### src/pkg/rpss_pkg.sv
package rpss_pkg;

  // ==========================================================================
  // Command source modes and answer codes
  localparam logic [1:0]  MODE_TABLE   = 2'h0;
  localparam logic [1:0]  MODE_POS_TBL = 2'h1;
  localparam logic [1:0]  MODE_POS_SPD = 2'h2;
  localparam logic [15:0] ANS_OK       = 16'h0000;
  localparam logic [15:0] ANS_RANGE    = 16'h0003;

  // ==========================================================================
  // Value ranges checked by the device, and the fixed ramp entry used in mode 2
  localparam logic [15:0]        TBL_MIN      = 16'h0001;
  localparam logic [15:0]        TBL_MAX      = 16'h00fe;
  localparam logic [7:0]         ACCDEC_FIXED = 8'h01;
  localparam logic signed [31:0] POS_MAX      = 32'sh000fffff;
  localparam logic [15:0]        SPD_MAX      = 16'h1770;

  // ==========================================================================
  // Value after reset of every data word
  localparam logic [15:0] WORD_RST = 16'h0000;

  // ==========================================================================
  // Controller register byte offsets
  localparam logic [7:0] OFS_CTRL  = 8'h00;
  localparam logic [7:0] OFS_POS   = 8'h04;
  localparam logic [7:0] OFS_IDX   = 8'h08;
  localparam logic [7:0] OFS_SPD   = 8'h0c;
  localparam logic [7:0] OFS_STAT  = 8'h10;
  localparam logic [7:0] OFS_ISTAT = 8'h14;
  localparam logic [7:0] OFS_IMASK = 8'h18;
  localparam logic [7:0] OFS_START = 8'h1c;

  // ==========================================================================
  // Field positions
  localparam int CTRL_MODE_LSB = 0;
  localparam int CTRL_SEL_BIT  = 2;
  localparam int CTRL_GO_BIT   = 3;
  localparam int STAT_BUSY_BIT = 0;
  localparam int STAT_RDY_BIT  = 1;
  localparam int STAT_ANS_LSB  = 16;
  localparam int IRQ_DONE_BIT  = 0;
  localparam int IRQ_ERR_BIT   = 1;
  localparam int START_FWD_BIT = 0;
  localparam int START_REV_BIT = 1;

endpackage : rpss_pkg

### src/pkg/rpss_link_if.sv
interface rpss_link_if;
  logic        position_source_select;
  logic [15:0] out_word_five;
  logic [15:0] out_word_six;
  logic [15:0] out_word_seven;
  logic        position_demand_bit;
  logic        speed_demand_bit;
  logic        forward_start_bit;
  logic        reverse_start_bit;
  logic        position_done_bit;
  logic        speed_done_bit;
  logic [15:0] answer_word;

  modport device (
    input  position_source_select,
    input  out_word_five,
    input  out_word_six,
    input  out_word_seven,
    input  position_demand_bit,
    input  speed_demand_bit,
    input  forward_start_bit,
    input  reverse_start_bit,
    output position_done_bit,
    output speed_done_bit,
    output answer_word
  );

  modport master (
    output position_source_select,
    output out_word_five,
    output out_word_six,
    output out_word_seven,
    output position_demand_bit,
    output speed_demand_bit,
    output forward_start_bit,
    output reverse_start_bit,
    input  position_done_bit,
    input  speed_done_bit,
    input  answer_word
  );
endinterface : rpss_link_if

### src/rtl/rpss_master.sv
// The Wishbone slave port and the placing of the registers were left to the implementer.
module rpss_master
  import rpss_pkg::*;
(
  // Clock and reset
  input  wire logic        clk_sys,
  input  wire logic        reset_n,
  // Wishbone slave
  input  wire logic        wb_cyc_i,
  input  wire logic        wb_stb_i,
  input  wire logic        wb_we_i,
  input  wire logic [7:0]  wb_adr_i,
  input  wire logic [3:0]  wb_sel_i,
  input  wire logic [31:0] wb_dat_i,
  output logic [31:0]      wb_dat_o,
  output logic             wb_ack_o,
  // Interrupt
  output logic             irq,
  // Link to the device
  rpss_link_if.master      link
);

  // ==========================================================================
  // State
  typedef enum logic [1:0] {
    MST_IDLE,
    MST_LOAD,
    MST_DEMAND,
    MST_RELEASE
  } rpss_mst_state_e;

  typedef struct packed {
    rpss_mst_state_e state;
    logic            ack;
    logic [31:0]     dat;
    logic [1:0]      mode;
    logic            sel;
    logic [31:0]     pos;
    logic [15:0]     idx;
    logic [15:0]     spd;
    logic [1:0]      start;
    logic [1:0]      istat;
    logic [1:0]      imask;
    logic            irq;
    logic            ready;
    logic [15:0]     answer;
    logic            pd_s1;
    logic            pd_s2;
    logic            sd_s1;
    logic            sd_s2;
    logic [15:0]     an_s1;
    logic [15:0]     an_s2;
    logic [15:0]     w5;
    logic [15:0]     w6;
    logic [15:0]     w7;
    logic            pdm;
    logic            sdm;
    logic            fwd;
    logic            rev;
  } rpss_mst_s;

  rpss_mst_s r_reg;
  rpss_mst_s r_next;

  function automatic logic [31:0] rpss_merge(input logic [31:0] old, input logic [31:0] nw,
                                             input logic [3:0] sel);
    logic [31:0] res;
    res = old;
    for (int i = 0; i < 4; i++) begin
      if (sel[i]) begin
        res[i*8 +: 8] = nw[i*8 +: 8];
      end
    end
    return res;
  endfunction : rpss_merge

  logic        req;
  logic        wr;
  logic        go;
  logic        both;
  logic [1:0]  ev;
  logic [31:0] rd;
  logic [31:0] m;

  assign req  = wb_cyc_i && wb_stb_i && !r_reg.ack;
  assign wr   = req && wb_we_i;
  assign both = (r_reg.mode != MODE_TABLE);

  // ==========================================================================
  // Read mux
  always_comb begin
    rd = '0;
    unique case (wb_adr_i)
      OFS_CTRL:  rd = {28'h0000000, 1'b0, r_reg.sel, r_reg.mode};
      OFS_POS:   rd = r_reg.pos;
      OFS_IDX:   rd = {16'h0000, r_reg.idx};
      OFS_SPD:   rd = {16'h0000, r_reg.spd};
      OFS_STAT:  rd = {r_reg.answer, 14'h0000, r_reg.ready, r_reg.state != MST_IDLE};
      OFS_ISTAT: rd = {30'h00000000, r_reg.istat};
      OFS_IMASK: rd = {30'h00000000, r_reg.imask};
      OFS_START: rd = {30'h00000000, r_reg.start};
      default:   rd = '0;
    endcase
  end

  // ==========================================================================
  // Next state
  always_comb begin
    r_next       = r_reg;
    ev           = 2'h0;
    go           = 1'b0;
    m            = rpss_merge(32'h00000000, wb_dat_i, wb_sel_i);
    r_next.pd_s1 = link.position_done_bit;
    r_next.pd_s2 = r_reg.pd_s1;
    r_next.sd_s1 = link.speed_done_bit;
    r_next.sd_s2 = r_reg.sd_s1;
    r_next.an_s1 = link.answer_word;
    r_next.an_s2 = r_reg.an_s1;
    r_next.ack   = req;
    if (req) begin
      r_next.dat = rd;
    end
    if (wr) begin
      unique case (wb_adr_i)
        OFS_CTRL: begin
          if (wb_sel_i[0]) begin
            r_next.mode = m[CTRL_MODE_LSB +: 2];
            r_next.sel  = m[CTRL_SEL_BIT];
            go          = m[CTRL_GO_BIT];
          end
        end
        OFS_POS:   r_next.pos   = rpss_merge(r_reg.pos, wb_dat_i, wb_sel_i);
        OFS_IDX:   r_next.idx   = m[15:0] | (r_reg.idx & ~{{8{wb_sel_i[1]}}, {8{wb_sel_i[0]}}});
        OFS_SPD:   r_next.spd   = m[15:0] | (r_reg.spd & ~{{8{wb_sel_i[1]}}, {8{wb_sel_i[0]}}});
        OFS_ISTAT: r_next.istat = r_reg.istat & ~m[1:0];
        OFS_IMASK: r_next.imask = m[1:0];
        OFS_START: r_next.start = m[1:0];
        default: begin
        end
      endcase
    end

    unique case (r_reg.state)
      MST_IDLE: begin
        if (go) begin
          r_next.ready = 1'b0;
          r_next.w5    = (r_next.mode == MODE_TABLE) ? r_next.idx : r_next.pos[15:0];
          r_next.w6    = r_next.pos[31:16];
          r_next.w7    = (r_next.mode == MODE_POS_TBL) ? r_next.idx : r_next.spd;
          r_next.state = MST_LOAD;
        end
      end
      MST_LOAD: begin
        // Words settle one cycle ahead of the demand bits.
        r_next.pdm   = 1'b1;
        r_next.sdm   = both;
        r_next.state = MST_DEMAND;
      end
      MST_DEMAND: begin
        if (r_reg.pd_s2 && (!both || r_reg.sd_s2)) begin
          r_next.answer = r_reg.an_s2;
          r_next.ready  = (r_reg.an_s2 == ANS_OK);
          r_next.pdm    = 1'b0;
          r_next.sdm    = 1'b0;
          r_next.state  = MST_RELEASE;
        end
      end
      MST_RELEASE: begin
        if (!r_reg.pd_s2 && !r_reg.sd_s2) begin
          ev[IRQ_DONE_BIT] = 1'b1;
          ev[IRQ_ERR_BIT]  = (r_reg.answer != ANS_OK);
          r_next.state     = MST_IDLE;
        end
      end
    endcase

    // A set arriving with a clear keeps the bit set.
    r_next.istat = r_next.istat | ev;
    r_next.irq   = |(r_next.istat & r_next.imask);
    // Starts are held back until the last setting completed without error.
    r_next.fwd   = r_next.start[START_FWD_BIT] && r_next.ready;
    r_next.rev   = r_next.start[START_REV_BIT] && r_next.ready;
  end

  // ==========================================================================
  // Registers
  always_ff @(posedge clk_sys or negedge reset_n) begin
    if (!reset_n) begin
      r_reg       <= '0;
      r_reg.w5    <= WORD_RST;
      r_reg.state <= MST_IDLE;
    end else begin
      r_reg <= r_next;
    end
  end

  // ==========================================================================
  // Outputs
  assign wb_dat_o                    = r_reg.dat;
  assign wb_ack_o                    = r_reg.ack;
  assign irq                         = r_reg.irq;
  assign link.position_source_select = r_reg.sel;
  assign link.out_word_five          = r_reg.w5;
  assign link.out_word_six           = r_reg.w6;
  assign link.out_word_seven         = r_reg.w7;
  assign link.position_demand_bit    = r_reg.pdm;
  assign link.speed_demand_bit       = r_reg.sdm;
  assign link.forward_start_bit      = r_reg.fwd;
  assign link.reverse_start_bit      = r_reg.rev;

endmodule : rpss_master

### src/flat_wrapper.sv
// flat-port wrapper written by rule: the top's interface ports become plain ports
module rpss_master_flat import rpss_pkg::*;
  (clk_sys, reset_n, wb_cyc_i, wb_stb_i, wb_we_i, wb_adr_i, wb_sel_i, wb_dat_i, wb_dat_o, wb_ack_o, irq, link_position_source_select, link_out_word_five, link_out_word_six, link_out_word_seven, link_position_demand_bit, link_speed_demand_bit, link_forward_start_bit, link_reverse_start_bit, link_position_done_bit, link_speed_done_bit, link_answer_word);
  rpss_link_if link_i ();
  input  wire logic clk_sys;
  input  wire logic reset_n;
  input  wire logic wb_cyc_i;
  input  wire logic wb_stb_i;
  input  wire logic wb_we_i;
  input  wire logic [7:0] wb_adr_i;
  input  wire logic [3:0] wb_sel_i;
  input  wire logic [31:0] wb_dat_i;
  output logic [31:0] wb_dat_o;
  output logic wb_ack_o;
  output logic irq;
  output wire logic [$bits(link_i.position_source_select)-1:0] link_position_source_select;
  output wire logic [$bits(link_i.out_word_five)-1:0] link_out_word_five;
  output wire logic [$bits(link_i.out_word_six)-1:0] link_out_word_six;
  output wire logic [$bits(link_i.out_word_seven)-1:0] link_out_word_seven;
  output wire logic [$bits(link_i.position_demand_bit)-1:0] link_position_demand_bit;
  output wire logic [$bits(link_i.speed_demand_bit)-1:0] link_speed_demand_bit;
  output wire logic [$bits(link_i.forward_start_bit)-1:0] link_forward_start_bit;
  output wire logic [$bits(link_i.reverse_start_bit)-1:0] link_reverse_start_bit;
  input wire logic [$bits(link_i.position_done_bit)-1:0] link_position_done_bit;
  input wire logic [$bits(link_i.speed_done_bit)-1:0] link_speed_done_bit;
  input wire logic [$bits(link_i.answer_word)-1:0] link_answer_word;
  assign link_position_source_select = link_i.position_source_select;
  assign link_out_word_five = link_i.out_word_five;
  assign link_out_word_six = link_i.out_word_six;
  assign link_out_word_seven = link_i.out_word_seven;
  assign link_position_demand_bit = link_i.position_demand_bit;
  assign link_speed_demand_bit = link_i.speed_demand_bit;
  assign link_forward_start_bit = link_i.forward_start_bit;
  assign link_reverse_start_bit = link_i.reverse_start_bit;
  assign link_i.position_done_bit = link_position_done_bit;
  assign link_i.speed_done_bit = link_speed_done_bit;
  assign link_i.answer_word = link_answer_word;
  rpss_master u_core (.clk_sys(clk_sys), .reset_n(reset_n), .wb_cyc_i(wb_cyc_i), .wb_stb_i(wb_stb_i), .wb_we_i(wb_we_i), .wb_adr_i(wb_adr_i), .wb_sel_i(wb_sel_i), .wb_dat_i(wb_dat_i), .wb_dat_o(wb_dat_o), .wb_ack_o(wb_ack_o), .irq(irq), .link(link_i));
endmodule
### config.mk
export PLATFORM = sky130hd
export DESIGN_NAME = rpss_master_flat
export DESIGN_NICKNAME = d
export VERILOG_FILES = /design/src/pkg/rpss_pkg.sv /design/src/pkg/rpss_link_if.sv /design/src/rtl/rpss_master.sv /design/src/flat_wrapper.sv
export SDC_FILE = /design/constraint.sdc
export NUM_CORES = 1
export LEC_CHECK = 0
export ABC_AREA = 0
export BUFFER_PORTS_ARGS = -buffer_cell sky130_fd_sc_hd__buf_4
export CAP_MARGIN = 20
export CORE_MARGIN = 5
export CORE_UTILIZATION = 43
export CTS_BUF_LIST = sky130_fd_sc_hd__clkbuf_2 sky130_fd_sc_hd__clkbuf_4 sky130_fd_sc_hd__clkbuf_8
export DETAILED_ROUTE_END_ITERATION = 6
export GPL_ROUTABILITY_DRIVEN = 0
export GPL_TIMING_DRIVEN = 0
export HOLD_SLACK_MARGIN = 0.05
export PLACE_DENSITY_LB_ADDON = 0.05
export RECOVER_POWER = 50
export SLEW_MARGIN = 20
export SYNTH_ARGS = -nofsm -noshare
export SYNTH_HDL_FRONTEND = slang
export SYNTH_SLANG_ARGS = --single-unit
### constraint.sdc
create_clock -name clk_sys -period 3.9 [get_ports clk_sys]
set_clock_uncertainty 0.1 [all_clocks]
set_input_delay 0.39 -clock clk_sys [delete_from_list [all_inputs] [get_ports clk_sys]]
set_output_delay 0.39 -clock clk_sys [all_outputs]
set_load 0.005 [all_outputs]
# Word-level counts from Yosys, hierarchy flattened
# Cells that the tools add are included.
[classes] n_eq_ne=14 n_mux=32 bitwise_logic=9 reduce_logical=26
[ops] operator="32-bit case mux with 8 select lines" n=1
[ops] operator="73-bit two-way mux" n=1
[ops] operator="16-bit two-way mux" n=4
[ops] operator="8-bit two-way mux" n=6
[ops] operator="16-bit bitwise AND" n=2
[ops] operator="8-bit by 5-bit equality test with 1-bit output (second input constant)" n=4
[ops] operator="32-bit two-way mux" n=1
[ops] operator="16-bit OR" n=2
[ops] operator="2-bit two-way mux" n=9
[ops] operator="17-bit two-way mux" n=1
[ops] operator="8-bit by 4-bit equality test with 1-bit output (second input constant)" n=2
[ops] operator="16-bit zero test" n=1
[ops] operator="16-bit NOT" n=1
[ops] operator="16-bit nonzero test" n=1
[ops] operator="8-bit by 3-bit equality test with 1-bit output (second input constant)" n=1
[ops] operator="8-bit zero test" n=1
[ops] operator="2-bit case mux with 4 select lines" n=1
[ops] operator="1-bit logical AND" n=7
[ops] operator="3-bit two-way mux" n=2
[ops] operator="2-bit by 1-bit inequality test with 1-bit output (second input constant)" n=3
[ops] operator="2-bit AND reduction" n=3
[ops] operator="3-bit AND reduction" n=2
[ops] operator="2-bit nonzero test" n=3
[ops] operator="2-bit bitwise AND" n=2
[ops] operator="other kinds (11)" n=20
[totals] reg_bits=214

# Depth between registers and ports, before layout
# Gate-level depths: netlist of the first run.
[depth] word_depth=8 mapped_depth=8 ltp_nobuf=6

# Worst setup path before layout of the first run
# Ideal clock, no wire load.
[synth_path] path_type="in2reg" startpoint="in wb_adr_i[2]" endpoint="reg u_core.r_reg (netlist bit u_core.link.out_word_five[10])" setup_time_ns=0.077 arrival_ns=2.241 required_time_ns=3.723 setup_slack_ns=1.482 path_stages=8 cell_sequence="buf_2 nor4_2 and4_1 buf_4 mux2i_2 buf_4 mux2_1 o21ai_1"
[synth_between] elab_chain_cells=5
[synth_lines] element="start, declared" line_no="flat_wrapper.sv:10" text="input wire logic [7:0] wb_adr_i;"
[synth_lines] element="8-bit zero test" line_no="rpss_master.sv:124" text="unique case (wb_adr_i)"
[synth_lines] element="3-bit two-way mux" line_no="rpss_master.sv:124"
[synth_lines] element="73-bit two-way mux" line_no="rpss_master.sv:123" text="if (wr) begin"
[synth_lines] element="2-bit zero test" line_no="rpss_master.sv:147" text="r_next.w5 = (r_next.mode == MODE_TABLE) ? r_next.idx : r_next.pos[15:0];"
[synth_lines] element="16-bit two-way mux" line_no="rpss_master.sv:147"
[synth_lines] element="end signal, assigned" line_no="rpss_master.sv:193" text="r_reg <= r_next;"
[synth_lines] element="end, declared" line_no="rpss_master.sv:62" text="rpss_mst_s r_reg;"
# Parallel ways exist; a longest one is shown, timed or not.
# A chain may end at the register's enable or synchronous reset.

==> key figures, run 1 <==
Synth
  • Synth cell types: 46
  • Top-count cell post-synth: dfrtp_1
  • Synthesized Nets: 857
  • Largest cells by area after synthesis: dfrtp_1 (57%), mux2_2 (8.6%), buf_4 (6.6%)
  • Post-synth EDFFs: 0
  • Post-Synthesis Cells: 786
  • Synthesized area per cell: 12.0 sq um
  • Synth area leader: dfrtp_1
  • Post-synth top area share: 0.569
  • FF+latch count, synth: 214
  • Yosys warning total: 0
  • Top_reg_cell synth: dfrtp_1
  • Async SR Flop Fraction: 1.00
  • Most common library cells after synthesis: dfrtp_1 (214), buf_4 (83), nand2_1 (77), mux2_2 (72), mux2i_1 (54)
  • Post-synthesis sequential area ratio: 0.569
  • Synthesized area: around 9400 sq um

Pwr
  • Lkg Pwr: 6.56 nW
  • Combinational power share: 0.097
  • Int Power: 4.02 mW
  • Sw frac: 0.242
  • Max IR drop VDD: 0.000334 V
  • Pwr dens: approximately 430 nW/um^2
  • Seq pwr share: 0.466
  • Power share of the clock group: 0.436
  • Psw: 1.28 mW

Timing
  • Tmin final: 2.84 ns
  • Unrepaired setup endpoints after global routing: false
  • Worst-Margin Slew: 2.63 ns
  • FMAX: 352 MHz
  • Hold Vio Cnt, Final: 0
  • Max Slew Vio Count: 44
  • Final setup fails: 0
  • Max transition margin: -0.757
  • TNS Setup: 0 ns
  • Hold slack final: between 0.2 and 0.25 ns
  • Period utilization: 0.729

Layout
  • Fillers: 1,879
  • Area grow syn2layout: 30.8%
  • Nets@finish: 1,100
  • Multi-input gate area: slightly above 3000 sq um
  • Storage element area: 5360 sq um
  • Fraction of layout cells with a size suffix above 1: 0.373
  • Number of flip-flops in the largest register: 109
  • Antenna diode count: 0
  • Final cell count without fillers: roughly 1.3k

Worst setup path
  • Arrival @ worst endpoint: 2.81 ns
  • Setup crit end: u_core.link.out_word_six[2]$_DFFE_PN0P_
  • WS Path Type: in2async
  • R2r startpoint: u_core.wb_ack_o$_DFF_PN0_
  • Reg2Reg Depth: 7
  • Slowest-stage cell, CP: clkbuf_1
  • WP buf/inv: 2
  • Reg2reg end: u_core.link.out_word_seven[8]$_DFFE_PN0P_
  • Setup crit end kind: async pin
  • Crit-path max cell delay: 1.86 ns
  • Worst-path fanout max: 45
  • Critical Path RT: 3.86 ns
  • Worst-path cell chain: dlygate4sd3_1, clkbuf_1
  • Critical Path Source Type: input pin
  • Top cell family by delay on the critical path: buffers and inverters
  • Beginning of the critical path: reset_n
  • Internal reg-to-reg setup slack: between 1 and 1.5 ns
  • Stages on the worst setup path: 2

Worst hold path
  • Worst min path class: in2reg

Route
  • Drt total wl: approximately 25,000 um
  • DR iter-0 viols: 323
  • Vias/cell: 4.97
  • Residual DRC: 0
  • First-pass iteration count of the detailed router: 4
  • DR WL/cell: 18.8 um
  • Via count: 6,640
  • Post-route ant nets: 0

Die
  • Die ar.: roughly 25,000 sq um
  • Ports: 154
  • Core Box Area: roughly 22,000 sq um
  • # rows: 54
  • Die X: 158 um
  • Starting Density: 0.434
  • Die H: 158 um

CTS
  • CTS Sinks: about 210
  • Clock Pin Slew Worst Setup and Hold Paths: 0.06 ns
  • CTS tree: yes
  • Num CTS Buffers: 38
  • H-Tree Depth: 2
  • Max clock buf depth: 3
  • Clock root buffer: clkbuf_8
  • Cts repair resizes: 0
  • Setup bufs post-CTS: 0
  • Clk Latency, worst-skew pair: 0.54 ns

GRT
  • Largest net degree at the start of global routing: 106
  • GRT overflow: 0
  • Vias in the first global route: 7,163
  • Total GRT Usage: 0.206
  • Initial antenna violation count: 0
  • First-pass GRT wire length: 39,700 um

Placement
  • PortBufs: 149
  • Detailed Place HPWL: 17,700 um
  • # placed instances: 1,217

Run status
  • Status: complete, but fails checks
  • Violated checks: capacitance limit, slew limit

Flow run
  • Total of max-cap violations: 1
[layer usage]
layer  GRT usage  vias to the layer above  share of wire
met1       0.290                     3330           0.45
li1            -                     3116              -
met2       0.331                      163           0.48
met5           0                        -              0
met4      0.0540                        0          0.018
met3      0.0388                       31          0.051
[repair_timing]
| action | 4_1_cts | 5_1_grt |
|---|---|---|
| hold endpoints to repair | 177 | 0 |
| hold buffers | 51 | 0 |
| setup endpoints to repair | 0 | 0 |
[final cells by class]
cell class	count	area share
inverters	52	0.0159
plain buffers	113	0.0606
clock buffers	60	0.0625
multi-input cells	407	0.253
clock inverters	8	0.00803
flip-flops and latches	214	0.435
repair buffers	203	0.136
well taps	280	0.0285
[power groups by stage]
stage | logic, mW | clock network, mW | registers [mW]
6_report | 0.517 | 2.31 | 2.48
5_1_grt | 0.566 | 2.48 | 2.49
4_1_cts | 0.526 | 2.37 | 2.47
3_5_place_dp | 0.482 | 0 | 2.51
3_3_place_gp | 0.455 | 0 | 2.51
2_1_floorplan | 0.277 | 0 | 2.47
[worst reg2reg max path, delay by kind of cell (launching register included)]
family	cells	cell delay (ns)
AO/OA/AOI/OAI	1	0.13
flip-flops	1	0.42
multiplexers	2	1.00
AND/OR/NAND/NOR	2	0.53
buffers and inverters	2	0.53
[cell families (layout without fill, tap and decap cells)]
family | after synthesis | in the layout | synth area share
buffers and inverters | 165 | 436 | 0.100
AOI/OAI and AO/OA | 113 | 113 | 0.0718
and+or+nand+nor | 139 | 139 | 0.0763
muxes | 151 | 151 | 0.178
adders and majority gates | 4 | 4 | 0.00532
DFF | 214 | 214 | 0.569
[through the flow]
stage / worst slack (ns) / area [sq um] / util / total power [mW]
3_3_place_gp: 0.828 / 10900 / 0.502 / 2.96
5_1_grt: 0.484 / 12300 / 0.567 / 5.54
3_5_place_dp: 0.831 / 10900 / 0.505 / 2.99
2_1_floorplan: 1.48 / 9410 / - / 2.75
4_1_cts: 1.10 / 12300 / 0.568 / 5.37
6_report: 1.06 / 12300 / 0.567 / 5.31
[worst min path at each step]
stage | from | to | slack [ns] | cells past startpoint
6_report | wb_adr_i[7] | u_core.wb_dat_o[1]$_DFFE_PN0N_ | 0.22 | 4
5_1_grt | wb_adr_i[7] | u_core.wb_dat_o[1]$_DFFE_PN0N_ | 0.23 | 4
4_1_cts | wb_adr_i[7] | u_core.wb_dat_o[1]$_DFFE_PN0N_ | 0.19 | 4
3_5_place_dp | reset_n | u_core.link.out_word_seven[8]$_DFFE_PN0P_ | 0.21 | 1
3_3_place_gp | u_core.r_next[57]$_DFF_PN0_ | u_core.r_reg[57]$_DFF_PN0_ | 0.23 | 0
2_1_floorplan | reset_n | u_core.irq$_DFF_PN0_ | -0.006 | 0
[cell usage in the layout (no fill, tap or decap), types with 3 or more instances in the layout]
master / n
a21oi_1: 7
nor2_1: 12
o21ai_0: 36
a22oi_1: 30
mux2i_1: 54
buf_4: 207
nor4_1: 7
nor2b_1: 6
nand4_1: 9
nand2_1: 77
o21ai_1: 29
mux2_1: 20
dfrtp_1: 214
buf_1: 3
clkinv_2: 3
clkbuf_4: 31
clkbuf_1: 22
and2_1: 6
mux4_2: 3
inv_1: 52
buf_2: 8
ha_1: 4
mux2_2: 72
nand3_1: 4
clkbuf_8: 51
dlygate4sd3_1: 51
(Power assumes the default switching activity.)
==> run 2: changes to the inputs <==
Clock period 3.9 ns to 2.7 ns, I/O delays scaled along.
==> run 2 against run 1 <==
Net effect: the run now ends clean; clock-buffer cell count unchanged; critical path depth increased by 4; sequential power grew 44%; die area did not move; wire length is 0.56% higher; combinational power increased by 43%; clock power is 45% higher; largest cell class unchanged; largest power group unchanged.
==> key figures, run 2 (synthesized netlist as in run 1, its figures left out) <==
Placement
  • PortBufs: 149 (unchanged)
  • DP Area: 10,900 sq um (unchanged)
  • Detailed Place HPWL: 17,700 um (unchanged)

GRT
  • Total GRT Usage: 0.206 (about the same)
  • Vias in the first global route: 7,172 (+0.13%)
  • Largest net degree at the start of global routing: 106 (unchanged)
  • Initial antenna violation count: 0 (unchanged)
  • GRT overflow: 0 (unchanged)
  • First-pass GRT wire length: 39,700 um (about the same)

Worst setup path
  • Setup crit end kind: register
  • Critical Path RT: 3.02 ns (-0.84 ns)
  • Reg2reg end: u_core.link.out_word_six[10]$_DFFE_PN0P_
  • WS Path Type: reg2reg
  • Reg2Reg Depth: 6 (-1)
  • Arrival @ worst endpoint: 2.86 ns (+0.05 ns)
  • Critical Path Source Type: register
  • Worst-path fanout max: 10 (-78%)
  • Internal reg-to-reg setup slack: 0.15 ns (-0.95 ns)
  • R2r startpoint: u_core.wb_ack_o$_DFF_PN0_

Die
  • Starting Density: 0.434 (unchanged)
  • Die ar.: 24,900 sq um (unchanged)
  • Die H: 158 um (unchanged)
  • # rows: 54 (unchanged)
  • Ports: 154 (unchanged)
  • Die X: 158 um (unchanged)
  • Core Box Area: 21,700 sq um (unchanged)

CTS
  • CTS Sinks: 214 (unchanged)
  • Clk Latency, worst-skew pair: 0.53 ns (about the same)
  • Max clock buf depth: 3 (unchanged)
  • Clock root buffer: clkbuf_8
  • Clock Pin Slew Worst Setup and Hold Paths: 0.06 ns (about the same)
  • CTS tree: yes
  • H-Tree Depth: 2 (unchanged)
  • Num CTS Buffers: 38 (unchanged)

Layout
  • Fraction of layout cells with a size suffix above 1: 0.379 (+0.00623)
  • Most frequent cells in the layout: buf_4 (216), dfrtp_1 (214), nand2_1 (77)
  • Area grow syn2layout: 31.3%
  • Nets@finish: 1,109 (+0.82%)
  • Number of flip-flops in the largest register: 109 (unchanged)
  • Antenna diode count: 0 (unchanged)
  • Post-route cell area: 12,400 sq um (+0.41%)
  • Commonest non-fill, non-tap cell in the layout: buf_4

Worst hold path
  • Hold path endpoint: u_core.wb_dat_o[1]$_DFFE_PN0N_
  • Hold_sp: wb_adr_i[7]
  • Worst min path class: in2reg
  • Hold Path Stages: 4 (unchanged)

Timing
  • Worst-Margin Slew: 1.11 ns (-1.53 ns)
  • Max transition margin: 0.262 (+1.02)
  • Unrepaired setup endpoints after global routing: false
  • Final setup fails: 0 (unchanged)
  • TNS Setup: 0 ns (unchanged)
  • Hold slack final: 0.0929 ns (-0.123 ns)
  • FMAX: 393 MHz
  • Tmin final: 2.55 ns
  • Period utilization: 0.943
  • Hold Vio Cnt, Final: 0 (unchanged)
  • Max Slew Vio Count: 0 (-100%)

Pwr
  • Max IR drop VDD: 0.000483 V (+45%)
  • Lkg Pwr: 6.59 nW (+0.40%)
  • Pwr dens: 620 nW/um^2 (+44%)

Route
  • Via count: 6,710 (+1.1%)
  • DR iter-0 viols: 294 (-9.0%)
  • DR WL/cell: 18.7 um (-0.11%)
  • Post-route ant nets: 0 (unchanged)
  • Drt total wl: 25,200 um (+0.56%)
  • Residual DRC: 0 (unchanged)
  • Vias/cell: 4.99 (+0.38%)
  • First-pass iteration count of the detailed router: 4 (unchanged)

Run status
  • Status: complete, no violations

Flow run
  • Total of max-cap violations: 0 (-1)
==> run 2: critical path, stage by stage (launching register included) <==
cell,delay (ns)
dfrtp_1,0.40
and4b_1,0.25
and4_1,0.19
buf_4,0.18
nand3_1,0.34
clkbuf_1,0.57
mux2_2,0.41
==> run 2: cell type report <==
cell class,count,area (sq um)
inverter,52,195
fill,1881,9330
clock buffer,60,769
multi-input combinational,407,3130
sequential,214,5360
tap,280,350
timing repair buffer,212,1710
buffer,113,746
clock inverter,8,98.8
==> run 2: metrics by stage <==
stage | utilization | setup slack [ns] | total power, mW | instances
floorplan | - | 0.402 | 3.97 | 786
global placement | 0.502 | -0.252 | 4.28 | 1215
finish | 0.570 | 0.155 | 7.66 | 1346
CTS | 0.569 | 0.00968 | 7.76 | 1336
global route | 0.570 | 0.0176 | 7.99 | 1346
detailed placement | 0.505 | -0.249 | 4.33 | 1217
==> run 2: routing by layer <==
layer | track usage | wire length [um] | part of all wire | up-vias
met3 | 0.0391 | 1260 | 0.050 | 25
met2 | 0.331 | 12200 | 0.48 | 160
met1 | 0.289 | 11400 | 0.45 | 3386
li1 | - | - | - | 3139
met5 | 0 | 0 | 0 | -
met4 | 0.0548 | 380 | 0.015 | 0
==> run 2: repair_timing <==
item                                    CTS  global route
pin swaps                                 1             2
hold endpoints to repair                317             0
setup buffers                             0             9
hold buffers                             51             0
endpoints found under the setup margin   20            30
resized for setup                         2             0
==> run 2: power by group <==
part / switching [mW] / internal (mW) / leakage, nW
combinational: 0.356 / 0.385 / 3.28
sequential: 0.165 / 3.41 / 2.85
clock: 1.34 / 2.01 / 0.453
==> run 2: worst max-delay path by stage <==
stage | cells past startpoint | endpoint | slack [ns] | from
after floorplan | 8 | u_core.link.out_word_five[10]$_DFFE_PN0P_ | 0.40 | wb_adr_i[2]
after global placement | 8 | u_core.link.out_word_seven[5]$_DFFE_PN0P_ | -0.25 | wb_adr_i[2]
after detailed placement | 8 | u_core.link.out_word_five[5]$_DFFE_PN0P_ | -0.25 | wb_adr_i[2]
after CTS | 6 | u_core.link.out_word_five[11]$_DFFE_PN0P_ | 0.01 | u_core.wb_ack_o$_DFF_PN0_
after global routing | 7 | u_core.link.out_word_seven[1]$_DFFE_PN0P_ | 0.02 | u_core.wb_ack_o$_DFF_PN0_
final | 6 | u_core.link.out_word_six[10]$_DFFE_PN0P_ | 0.15 | u_core.wb_ack_o$_DFF_PN0_
==> run 3: changes to the inputs <==
--- a/config.mk
+++ b/config.mk
@@ -12,3 +12,2 @@
 export CORE_UTILIZATION = 43
-export CTS_BUF_LIST = sky130_fd_sc_hd__clkbuf_2 sky130_fd_sc_hd__clkbuf_4 sky130_fd_sc_hd__clkbuf_8
 export DETAILED_ROUTE_END_ITERATION = 6
==> constraint.sdc (replaced) <==
create_clock -name clk_sys -period 2.7 [get_ports clk_sys]
set_clock_uncertainty 0.1 [all_clocks]
set_input_delay 0.135 -clock clk_sys [delete_from_list [all_inputs] [get_ports clk_sys]]
set_output_delay 0.135 -clock clk_sys [all_outputs]
set_load 0.005 [all_outputs]
==> run 3 against run 2 <==
Net effect: the run now ends with capacitance limit, slew limit left; clock power about the same; design area increased by 0.44%; wire length decreased by 0.44%; sequential power about the same; worst hold slack got worse by 0.035 ns; critical path type unchanged; largest power group unchanged.
==> key figures, run 3 (synthesized netlist as in run 1, its figures left out) <==
GRT
  • Total GRT Usage: 0.202 (-0.00419)
  • Vias in the first global route: 7,100 (-1.0%)
  • Initial antenna violation count: 0 (unchanged)
  • First-pass GRT wire length: 39,300 um (-0.90%)
  • Largest net degree at the start of global routing: 106 (unchanged)
  • GRT overflow: 0 (unchanged)

Timing
  • Max transition margin: -0.244 (-0.506)
  • Hold slack final: 0.0581 ns (-0.0348 ns)
  • TNS Setup: 0 ns (unchanged)
  • Max Slew Vio Count: 111 (+111)
  • Tmin final: 2.54 ns (-0.00367 ns)
  • Period utilization: 0.941 (-0.00136)
  • Final WS setup: 0.158 ns (+0.00367 ns)
  • Worst-Margin Slew: 1.87 ns (+0.759 ns)
  • Hold Vio Cnt, Final: 0 (unchanged)
  • Final setup fails: 0 (unchanged)
  • FMAX: 393 MHz (+0.14%)

Worst setup path
  • Top cell family by delay on the critical path: simple AND/OR/NAND/NOR gates
  • R2r startpoint: u_core.wb_ack_o$_DFF_PN0_
  • Internal reg-to-reg setup slack: 0.16 ns (about the same)
  • WS Path Type: reg2reg
  • Slowest-stage cell, CP: clkbuf_1
  • Setup crit end kind: register
  • Reg2reg end: u_core.link.out_word_six[10]$_DFFE_PN0P_
  • WP buf/inv: 2 (unchanged)
  • Worst-path fanout max: 10 (unchanged)
  • Critical Path RT: 2.99 ns (-0.03 ns)
  • Arrival @ worst endpoint: 2.83 ns (-0.03 ns)
  • Reg2Reg Depth: 6 (unchanged)
  • Crit-path max cell delay: 0.57 ns (about the same)
  • Worst-path cell chain: and4b_1, and4_1, buf_4, nand3_1, clkbuf_1, mux2_2
  • Critical Path Source Type: register
  • Beginning of the critical path: u_core.wb_ack_o$_DFF_PN0_

Route
  • Met3 wire len: 1560 um (+23%)
  • Top sig layer: met4
  • Residual DRC: 0 (unchanged)
  • Post-route ant nets: 0 (unchanged)
  • DR WL/cell: 18.9 um (+0.69%)
  • Met1 WL: 11,100 um (-2.8%)
  • DR iter-0 viols: 376 (+28%)
  • Vias/cell: 4.97 (-0.40%)
  • WL met2: 12,100 um (-0.62%)
  • Via count: 6,609 (-1.5%)
  • Drt total wl: 25,100 um (-0.44%)
  • First-pass iteration count of the detailed router: 4 (unchanged)

Layout
  • Fillers: 1,860 (-1.1%)
  • Storage element area: 5360 sq um (unchanged)
  • Nets@finish: 1,104 (-0.45%)
  • Multi-input gate area: 3130 sq um (unchanged)
  • Fraction of layout cells with a size suffix above 1: 0.359 (-0.0203)
  • Antenna diode count: 0 (unchanged)
  • Area grow syn2layout: 31.9%
  • Commonest non-fill, non-tap cell in the layout: buf_4
  • Number of flip-flops in the largest register: 109 (unchanged)
  • Finished Core Util: 0.572 (+0.00248)
  • Most frequent cells in the layout: buf_4 (215), dfrtp_1 (214), nand2_1 (77)

Flow run
  • Total of max-cap violations: 2 (+2)

CTS
  • Clock root buffer: clkbuf_16
  • Max clock buf depth: 3 (unchanged)
  • Clk Latency, worst-skew pair: 0.51 ns (-0.02 ns)
  • CTS tree: yes
  • CTS Sinks: 214 (unchanged)
  • H-Tree Depth: 1 (-1)
  • Num CTS Buffers: 24 (-37%)
  • Clock Pin Slew Worst Setup and Hold Paths: 0.06 ns (about the same)

Placement
  • Detailed Place HPWL: 17,700 um (unchanged)
  • Pre-CTS setup slack: -0.114 ns (+0.135 ns)
  • PortBufs: 149 (unchanged)

Die
  • Core Box Area: 21,700 sq um (unchanged)
  • Die X: 158 um (unchanged)
  • # rows: 54 (unchanged)
  • Starting Density: 0.434 (unchanged)
  • Ports: 154 (unchanged)
  • Die H: 158 um (unchanged)
  • Die ar.: 24,900 sq um (unchanged)

Worst hold path
  • Hold_sp: wb_sel_i[2]
  • Hold Path Stages: 3 (-1)
  • Hold path endpoint: u_core.r_reg[167]$_DFF_PN0_
  • Worst min path class: in2reg

Pwr
  • Max IR drop VDD: 0.000464 V (-3.9%)
  • Tot Pwr: 7.66 mW (-0.11%)
  • Pwr dens: 617 nW/um^2 (-0.54%)
  • Lkg Pwr: 6.60 nW (+0.24%)

Run status
  • Status: complete, but fails checks
  • Violated checks: capacitance limit, slew limit
==> run 3: cell count changes in the layout (fill, tap and decap cells not counted) <==
cell            previous run  this run
inv_8                      0         1
clkbuf_8                  51         5
dlygate4sd3_1             51        60
inv_6                      1         0
buf_4                    216       215
clkinv_2                   3         7
dlymetal6s4s_1             0         1
clkbuf_1                  21        23
clkbuf_16                  0        25
buf_6                      1         0
buf_8                      0         1
clkbuf_4                  32        23
==> run 3: final cells by class <==
class	instances	share of cell area
Multi-Input combinational cell	407	0.252
Tap cell	280	0.0282
Clock inverter	12	0.00978
Sequential cell	214	0.431
Inverter	52	0.0157
Clock buffer	32	0.0566
Buffer	113	0.0601
Timing Repair Buffer	221	0.146
==> run 3: layer usage <==
layer | GRT usage | vias to the layer above
li1 | - | 3118
met1 | 0.286 | 3295
met2 | 0.329 | 169
met3 | 0.0320 | 27
met4 | 0.0483 | 0
met5 | 0 | -
==> run 3: power breakdown <==
part	internal, mW	switching, mW	total, mW
Clock	2.02	1.31	3.34
Combinational	0.392	0.356	0.748
Sequential	3.41	0.160	3.57
Total	5.83	1.83	7.66
==> run 3: worst max path at each step <==
stage	endpoint	cells after the start
6_report	u_core.link.out_word_six[10]$_DFFE_PN0P_	6
4_1_cts	u_core.link.out_word_five[11]$_DFFE_PN0P_	8
3_5_place_dp	u_core.link.out_word_five[5]$_DFFE_PN0P_	8
5_1_grt	u_core.link.out_word_seven[1]$_DFFE_PN0P_	9
3_3_place_gp	u_core.link.out_word_seven[5]$_DFFE_PN0P_	8
2_1_floorplan	u_core.link.out_word_five[10]$_DFFE_PN0P_	7
==> run 3: what timing repair did <==
action,4_1_cts,5_1_grt
resized for setup,2,0
pin swaps,2,1
endpoints found under the setup margin,21,27
hold buffers,61,0
buffers inserted,1,7
hold endpoints to repair,328,0
==> run 3: through the flow <==
step | std cells | instance area (sq um)
2_1_floorplan | 786 | 9410
3_3_place_gp | 1215 | 10900
3_5_place_dp | 1217 | 10900
4_1_cts | 1323 | 12400
5_1_grt | 1331 | 12400
6_report | 1331 | 12400
==> run 3: worst register-to-register path, stage by stage, from the launching register on <==
cell	delay, ns
dfrtp_1	0.40
and4b_1	0.24
and4_1	0.19
buf_4	0.17
nand3_1	0.33
clkbuf_1	0.57
mux2_2	0.41
